--- src/ioc_pkg.sv ---
// Function
// enable 00 off, 11 run, suspend stops it
// writing suspend bit halts oscillator until wake
// port match or comparator low ends suspend
// software sets zero-tc bias before suspend
// bit 4 reads frequency-ready, read only
// control bit 3 reads zero, write zero
// select 000 divides 128 down to 111 divides 1
// reset returns divider select to 128
// divided clock used when source select 00
// seven-bit coarse trim, 0 slowest, readable writable
// six-bit fine trim bits 5:0 readable writable
// trims load factory calibration values on reset
// unused trim bits read zero, ignore writes
// divider change applies at divided-clock boundary
package ioc_pkg;
	localparam logic [7:0] IOC_FINE_ADDR = 8'h9e;
	localparam logic [7:0] IOC_CTRL_ADDR = 8'ha1;
	localparam logic [7:0] IOC_COARSE_ADDR = 8'ha2;
	localparam int IOC_EN_MSB = 7;
	localparam int IOC_EN_LSB = 6;
	localparam int IOC_SUSP_BIT = 5;
	localparam int IOC_RDY_BIT = 4;
	localparam int IOC_RSVD_BIT = 3;
	localparam logic [1:0] IOC_EN_OFF = 2'h0;
	localparam logic [1:0] IOC_EN_RUN = 2'h3;
	localparam logic [1:0] IOC_EN_RST = 2'h3;
	localparam logic [2:0] IOC_SEL_RST = 3'h0;
	localparam logic [2:0] IOC_SEL_DIV1 = 3'h7;
	localparam logic [1:0] IOC_SRC_INTOSC = 2'h0;
	localparam int IOC_DIV_W = 7;
	localparam int IOC_COARSE_W = 7;
	localparam int IOC_FINE_W = 6;
	localparam logic [6:0] IOC_DIV_MASK = 7'h7f;
	localparam int IOC_OSC_MHZ = 24;
	typedef struct packed {
		logic [3:0] port_match;
		logic cmp0_en;
		logic cmp0_out;
	} ioc_wake_t;
	typedef struct packed {
		logic [7:0] addr;
		logic wr;
		logic rd;
		logic [7:0] wdata;
	} ioc_sfr_t;
endpackage

--- src/ioc_ctrl.sv ---
`timescale 1ns/10ps
module ioc_ctrl #(
	parameter int DIV_W = 7,
	parameter int COARSE_W = 7,
	parameter int FINE_W = 6
) (
	input wire logic clock,
	input wire logic srst,
	input wire ioc_pkg::ioc_sfr_t sfr,
	output logic [7:0] sfr_rdata,
	input wire ioc_pkg::ioc_wake_t wake,
	input wire logic [6:0] cal_coarse,
	input wire logic [5:0] cal_fine,
	input wire logic osc_tick,
	input wire logic osc_at_freq,
	input wire logic [1:0] clock_source_select,
	output logic osc_run,
	output logic [6:0] coarse_trim,
	output logic [5:0] fine_trim,
	output logic int_osc_div_tick,
	output logic system_clock_tick
);
	import ioc_pkg::*;

	// widths are tied to the register layout; other values cannot be served
	if (DIV_W != IOC_DIV_W || COARSE_W != IOC_COARSE_W || FINE_W != IOC_FINE_W) begin
		$error("ioc_ctrl: field widths are fixed by the register layout");
	end

	logic [1:0] osc_enable_field_r;
	logic susp_r;
	logic [2:0] system_clock_divide_select_r;
	logic [2:0] act_sel_r;
	logic [6:0] coarse_r;
	logic [5:0] fine_r;
	logic [6:0] div_cnt_r;
	logic [6:0] div_cnt_nxt;
	logic [7:0] rdata_r;
	logic div_tick_r;
	logic sys_tick_r;

	// decode
	wire wr_ctrl = sfr.wr && (sfr.addr == IOC_CTRL_ADDR);
	wire wr_coarse = sfr.wr && (sfr.addr == IOC_COARSE_ADDR);
	wire wr_fine = sfr.wr && (sfr.addr == IOC_FINE_ADDR);
	wire rd_ctrl = sfr.addr == IOC_CTRL_ADDR;
	wire rd_coarse = sfr.addr == IOC_COARSE_ADDR;
	wire rd_fine = sfr.addr == IOC_FINE_ADDR;
	wire [1:0] wr_en_field = sfr.wdata[IOC_EN_MSB:IOC_EN_LSB];
	wire wr_susp = sfr.wdata[IOC_SUSP_BIT];

	// wake sources
	wire wake_any = (|wake.port_match) || (wake.cmp0_en && !wake.cmp0_out);

	// oscillator runs only in run mode and outside suspend
	wire run_now = (osc_enable_field_r == IOC_EN_RUN) && !susp_r;
	assign osc_run = run_now;

	// the ready flag is a hint only; it follows the analog ready while running
	wire freq_ready_flag = run_now && osc_at_freq;

	// suspend: software write sets, wake clears; a write in the wake cycle
	// wins so the request is not lost, and a still-active wake ends it next cycle
	wire susp_nxt = (wr_ctrl && wr_susp) ? 1'b1 : (wake_any ? 1'b0 : susp_r);

	// divider: divisor minus one is the mask shifted by the active select
	wire [6:0] div_top = IOC_DIV_MASK >> act_sel_r;
	wire osc_edge = osc_tick && run_now;
	wire div_last = osc_edge && (div_cnt_r == div_top);
	assign div_cnt_nxt = div_last ? 7'h00 : (osc_edge ? div_cnt_r + 7'h01 : div_cnt_r);

	// reads
	wire [7:0] ctrl_rd_val = {osc_enable_field_r, susp_r, freq_ready_flag, 1'b0,
		system_clock_divide_select_r};
	wire [7:0] coarse_rd_val = {1'b0, coarse_r};
	wire [7:0] fine_rd_val = {2'h0, fine_r};
	wire [7:0] rd_mux = rd_ctrl ? ctrl_rd_val : (rd_coarse ? coarse_rd_val :
		(rd_fine ? fine_rd_val : 8'h00));

	always_ff @(posedge clock) begin
		if (srst) begin
			osc_enable_field_r <= IOC_EN_RST;
			susp_r <= 1'b0;
		end else begin
			if (wr_ctrl) begin
				osc_enable_field_r <= wr_en_field;
			end
			susp_r <= susp_nxt;
		end
	end

	always_ff @(posedge clock) begin
		if (srst) begin
			system_clock_divide_select_r <= IOC_SEL_RST;
			act_sel_r <= IOC_SEL_RST;
			div_cnt_r <= 7'h00;
		end else begin
			if (wr_ctrl) begin
				system_clock_divide_select_r <= sfr.wdata[2:0];
			end
			// new select only at a boundary, so no phase is cut short
			if (div_last) begin
				act_sel_r <= system_clock_divide_select_r;
			end
			div_cnt_r <= div_cnt_nxt;
		end
	end

	// factory trims are taken at reset, after that software owns them
	always_ff @(posedge clock) begin
		if (srst) begin
			coarse_r <= cal_coarse;
			fine_r <= cal_fine;
		end else begin
			if (wr_coarse) begin
				coarse_r <= sfr.wdata[6:0];
			end
			if (wr_fine) begin
				fine_r <= sfr.wdata[5:0];
			end
		end
	end

	always_ff @(posedge clock) begin
		if (srst) begin
			rdata_r <= 8'h00;
			div_tick_r <= 1'b0;
			sys_tick_r <= 1'b0;
		end else begin
			if (sfr.rd) begin
				rdata_r <= rd_mux;
			end
			div_tick_r <= div_last;
			sys_tick_r <= div_last && (clock_source_select == IOC_SRC_INTOSC);
		end
	end

	assign sfr_rdata = rdata_r;
	assign coarse_trim = coarse_r;
	assign fine_trim = fine_r;
	assign int_osc_div_tick = div_tick_r;
	assign system_clock_tick = sys_tick_r;

	// helper for the period check: oscillator edges since the last boundary
	logic [7:0] per_cnt_r;

	always_ff @(posedge clock) begin
		if (srst) begin
			per_cnt_r <= 8'h00;
		end else if (div_last) begin
			per_cnt_r <= 8'h00;
		end else if (osc_edge) begin
			per_cnt_r <= per_cnt_r + 8'h01;
		end
	end
endmodule // ioc_ctrl

--- config.mk ---
export PLATFORM = sky130hd
export DESIGN_NAME = ioc_ctrl
export DESIGN_NICKNAME = d
export VERILOG_FILES = /design/src/ioc_pkg.sv /design/src/ioc_ctrl.sv
export SDC_FILE = /design/constraint.sdc
export NUM_CORES = 1
export LEC_CHECK = 0
export BUFFER_PORTS_ARGS = -buffer_cell sky130_fd_sc_hd__buf_4
export CAP_MARGIN = 20
export CORE_MARGIN = 1
export CORE_UTILIZATION = 50
export CTS_CLUSTER_DIAMETER = 50
export DETAILED_ROUTE_END_ITERATION = 7
export PLACE_DENSITY = 0.85
export REMOVE_ABC_BUFFERS = 1
export SLEW_MARGIN = 20
export SYNTH_ARGS = -nofsm -noshare
export SYNTH_HDL_FRONTEND = slang
export SYNTH_SLANG_ARGS = --single-unit
--- constraint.sdc ---
create_clock -name clock -period 2.8 [get_ports clock]
set_clock_uncertainty 0.1 [all_clocks]
set_input_delay 0.56 -clock clock [delete_from_list [all_inputs] [get_ports clock]]
set_output_delay 0.56 -clock clock [all_outputs]
set_load 0.02 [all_outputs]
# [Word level (Yosys, flattened, before mapping)]
# Cells that the tools add are included.
[classes] eq_ne=5 addsub=1 mux=9 shifts=1 n_reduce_logical=19
[ops] cell="$eq A8 B8 Y1 const B" count=3
[ops] cell="$mux W7" count=3
[ops] cell="$mux W6" count=3
[ops] cell="$logic_and A1 B1 Y1" count=10
[ops] cell="$mux W8" count=1
[ops] cell="$add A7 B1 Y7 const B" count=1
[ops] cell="$eq A7 B7 Y1" count=1
[ops] cell="$shr A7 B3 Y7 const A" count=1
[ops] cell="$reduce_bool A2 Y1" count=3
[ops] cell="$reduce_or A4 Y1" count=1
[ops] cell="$eq A2 B2 Y1 const B" count=1
[ops] cell="$logic_not A1 Y1" count=2
[ops] cell="$logic_not A2 Y1" count=1
[ops] cell="$mux W1" count=2
[ops] cell="$reduce_or A2 Y1" count=1
[ops] cell="$logic_or A1 B1 Y1" count=1
[totals] reg_bits=39 word_cells=45

# [Logic depth before layout (Yosys ltp)]
[logic_depth] ltp_word=5 depth_mapped=6

# [Worst setup path after synthesis]
# No wires, ideal clock.
[synth_path] kind="input to register" start="input osc_tick" end="register sys_tick_r (netlist: system_clock_tick)" required_time_ps=2613 slack_ps=697 arrival_ps=1917 stages=5 path_cell_list="and4b_1 > clkbuf_1 > o21ai_0 > a2111oi_4 > nor4b_4"
[synth_between] elab_chain_cells=3
[synth_lines] element="start: declaration" line="ioc_ctrl.sv:14" rtl="input wire logic osc_tick,"
[synth_lines] element="$logic_and A1 B1 Y1" line="ioc_ctrl.sv:68" rtl="wire osc_edge = osc_tick && run_now;"
[synth_lines] element="$logic_and A1 B1 Y1" line="ioc_ctrl.sv:69" rtl="wire div_last = osc_edge && (div_cnt_r == div_top);"
[synth_lines] element="$logic_and A1 B1 Y1" line="ioc_ctrl.sv:134" rtl="sys_tick_r <= div_last && (clock_source_select == IOC_SRC_INTOSC);"
[synth_lines] element="end signal: assignment" line="ioc_ctrl.sv:134"
[synth_lines] element="end: declaration" line="ioc_ctrl.sv:40" rtl="logic sys_tick_r;"
# No other way between the ends.
# A chain may end at the register's enable or synchronous reset.

# [Final worst setup path]
[layout_path] start="register act_sel_r[2]" end="register sys_tick_r (netlist: system_clock_tick)"
[layout_between] elab_chain_cells=4
[layout_lines] element="start: declaration" line="ioc_ctrl.sv:33" rtl="logic [2:0] act_sel_r;"
[layout_lines] element="start signal: assignment" line="ioc_ctrl.sv:103" rtl="act_sel_r <= system_clock_divide_select_r;"
[layout_lines] element="$shr A7 B3 Y7" line="ioc_ctrl.sv:67" rtl="wire [6:0] div_top = IOC_DIV_MASK >> act_sel_r;"
[layout_lines] element="$eq A7 B7 Y1" line="ioc_ctrl.sv:69"
[layout_lines] element="$logic_and A1 B1 Y1" line="ioc_ctrl.sv:69"
[layout_lines] element="$logic_and A1 B1 Y1" line="ioc_ctrl.sv:134"
# No other way between the ends.

==> impl_metrics.yaml <==
grt:
  grt_pass1_wl_um: 7541
  antenna_found_initial: 0
  gr-usage-all-layers_pct: 23.61
  grt_overflow: 0
  grt_pass1_vias: 1662
  grt_max_degree: 51
clock_network:
  postCtsHoldBufs: 0
  clk_pin_slew_ps: 70
  root_buffer: "clkbuf_8"
  htree_levels: 2
  cts_buffers: 5
  cts_tree: "yes"
  post_cts_buffers: 0
  clock_path_buffers: 2
  cts.sinks: 39
  insertion_delay_ps: 290
  post_cts_resized: 0
yosys:
  synth_seq_area_share_pct: 45.22
  async_reset_ff_share_pct: 0
  synth-edff-count: 13
  synth-seq-cells: 39
  ys_warn_count: 0
  syn_avg_cell_area_um2: 9.593
  ys_types: 46
  synthFlopType: "dfxtp_1"
  syn_area_um2: 2014
  synth_cells: 210
routing:
  wl_met3_um: 315
  drc_errors: 0
  ant_nets: 0
  routedWlPerCell_um: 13.84
  drt_pre_antenna_iters: 4
  maxUsedRoutingLayer: "met4"
  wl_met2_um: 2114
  drtIter0Drc: 121
  num_vias: 1717
  viasPerCell: 5.349
  wl_um: 4443
  drt-met1-wl_um: 1937
timing:
  slew_headroom_pct: 60.21
  timing.final.ws_setup_ps: 482.3
  hold_violations: 0
  rsz0062_at_grt: "no"
  final.min_clock_period_ps: 2318
  timing.final.crit_share_pct: 82.77
  fin_setup_tns_ps: 0
  timing.fmax_mhz: 431.5
  drv_slew: 0
  tightest_slew_ps: 590.6
  setup_viol: 0
critical_path:
  critPathMaxFanout: 9
  r2r-end: "system_clock_tick"
  start_kind: "flip-flop"
  required_ps: 2910
  critical_path_class: "reg -> reg"
  endpoint_kind: "flip-flop"
  regToRegSetupSlack_ps: 480
  ff2ff_path_depth: 5
  r2r-start: "act_sel_r[2]"
  cp.arrival_ps: 2430
pwr:
  leakage_nw: 1.054
  ir_drop_v: 0.0003041
  switching_share_pct: 24.34
  p_per_area_nw_per_um2: 470.1
  comb_power_share_pct: 14.9
  p_sw_mw: 0.2989
  pwr-share-clk_pct: 33.8
  p_int_mw: 0.9293
  seqPwrFrac_pct: 51.3
  fin_total_pwr_mw: 1.228
worst_hold_path:
  hold_start: "clock_source_select[0]"
  worstHoldEndpoint: "system_clock_tick"
  holdPathStages: 2
  hold_path_class: "in -> reg"
floorplan:
  io_pins: 67
  die_w_um: 65.48
  placementRows: 22
  die_y_um: 65.48
  start_util_pct: 53.42
  coreArea_um2: 3771
  die_area_um2: 4287
status:
  status: "finished, final reports clean"
placement:
  dp_slack_ps: 490.9
  routabilityCongestion: 0.8795
  dp_hpwl_um: 3417
  io_buffers: 66
  placed_area_um2: 2512
  dp_cells: 313
cells_and_area:
  finalInstanceArea_um2: 2613
  fin_nets: 316
  drive_gt1_share_pct: 31.50
  final_cell_count_no_fill: 321
  insertedDiodeCount: 0
  syn_to_final_growth_pct: 29.69
run:
  drv_cap: 0
[cell type report]
cell class	count	area [µm²]
clock buffers	8	100.1
repair buffers	68	510.5
fillers	304	1159
well taps	48	60.06
multi-input cells	153	1012
flip-flops and latches	39	910.9
inverters	5	18.77
[Yosys cell counts, types with 5 or more instances]
| master | n | area, µm² |
|---|---|---|
| nor3_1 | 10 | 50.05 |
| dfxtp_1 | 26 | 520.5 |
| nand3_1 | 6 | 30.03 |
| a22oi_1 | 6 | 45.04 |
| nor2_1 | 13 | 48.80 |
| clkbuf_1 | 8 | 30.03 |
| a211oi_1 | 6 | 45.04 |
| edfxtp_1 | 13 | 390.4 |
| nand2_1 | 33 | 123.9 |
| a21oi_1 | 12 | 60.06 |
| inv_1 | 5 | 18.77 |
| nand2b_1 | 14 | 87.58 |
[state kept, by name, summed over array words and instances (netlist names)]
register / count
int_osc_div_tick: 1
act_sel_r: 3
system_clock_divide_select_r: 3
coarse_trim: 7
div_cnt_r: 7
fine_trim: 6
system_clock_tick: 1
sfr_rdata: 8
susp_r: 1
osc_enable_field_r: 2
[layer usage]
metal	vias to the layer above	global-route usage [%]
li1	877	-
met1	781	29.45
met2	52	37.76
met3	7	8.160
met4	0	8.152
met5	-	0
[worst max path at each step]
stage	depth (start not counted)	end	startpoint	slack [ps]
detailed placement	5	system_clock_tick	act_sel_r[2]	490
global route	5	system_clock_tick	act_sel_r[2]	320
global placement	5	system_clock_tick	act_sel_r[2]	560
CTS	5	system_clock_tick	act_sel_r[2]	470
floorplan	4	osc_enable_field_r[0]	sfr[12]	560
finish	5	system_clock_tick	act_sel_r[2]	480
[kinds of logic after synthesis]
family          count (synthesis)  share of synthesized area [%]
compound gates                 38                          15.65
buf+inv                        18                          4.534
fa+ha+maj                       2                          1.180
flops                          39                          45.22
mux                             5                          2.547
simple gates                  100                          27.39
xor+xnor                        8                          3.478
[layout by cell type, fill, tap and decap left out, types with 2 or more instances in the layout]
master     synthesis  routed
nand3_1            6       6
a211o_1            2       2
a2111oi_4          2       2
buf_4              1      68
nor2b_1            3       3
a21oi_1           12      12
a211oi_1           6       6
clkbuf_8           0       7
nand3b_1           3       3
mux2i_1            4       4
xnor2_1            4       4
a31o_2             2       2
edfxtp_1          13      13
and4b_1            3       3
inv_1              5       5
a22oi_1            6       6
and3_1             2       2
dfxtp_1           26      26
nand2b_1          14      14
and3b_1            2       2
nand2_1           33      33
xor2_1             4       4
nand4_1            2       2
nor2_1            13      13
nor3b_1            2       2
nor3_1            10      10
[power by group through the flow]
stage          clock network, mW  registers (mW)  logic [mW]
6_report                   0.415           0.631       0.182
5_1_grt                    0.449           0.634       0.200
4_1_cts                    0.421           0.631       0.184
3_5_place_dp                   0           0.643       0.183
3_3_place_gp                   0           0.642       0.180
2_1_floorplan                  0           0.667      0.0522
[critical path, stage by stage (launching register included)]
cell	delay [ps]
dfxtp_1	440
inv_1	130
or4_1	540
o41a_4	150
a2111oi_4	600
nor4b_4	280
[through the flow]
step,util (%),hold slack [ps]
5_1_grt,69.28,332.1
2_1_floorplan,-,344.1
3_5_place_dp,66.62,355.8
3_3_place_gp,66.62,355.8
4_1_cts,69.28,330.5
6_report,69.28,338.5
(Power assumes the default switching activity.)
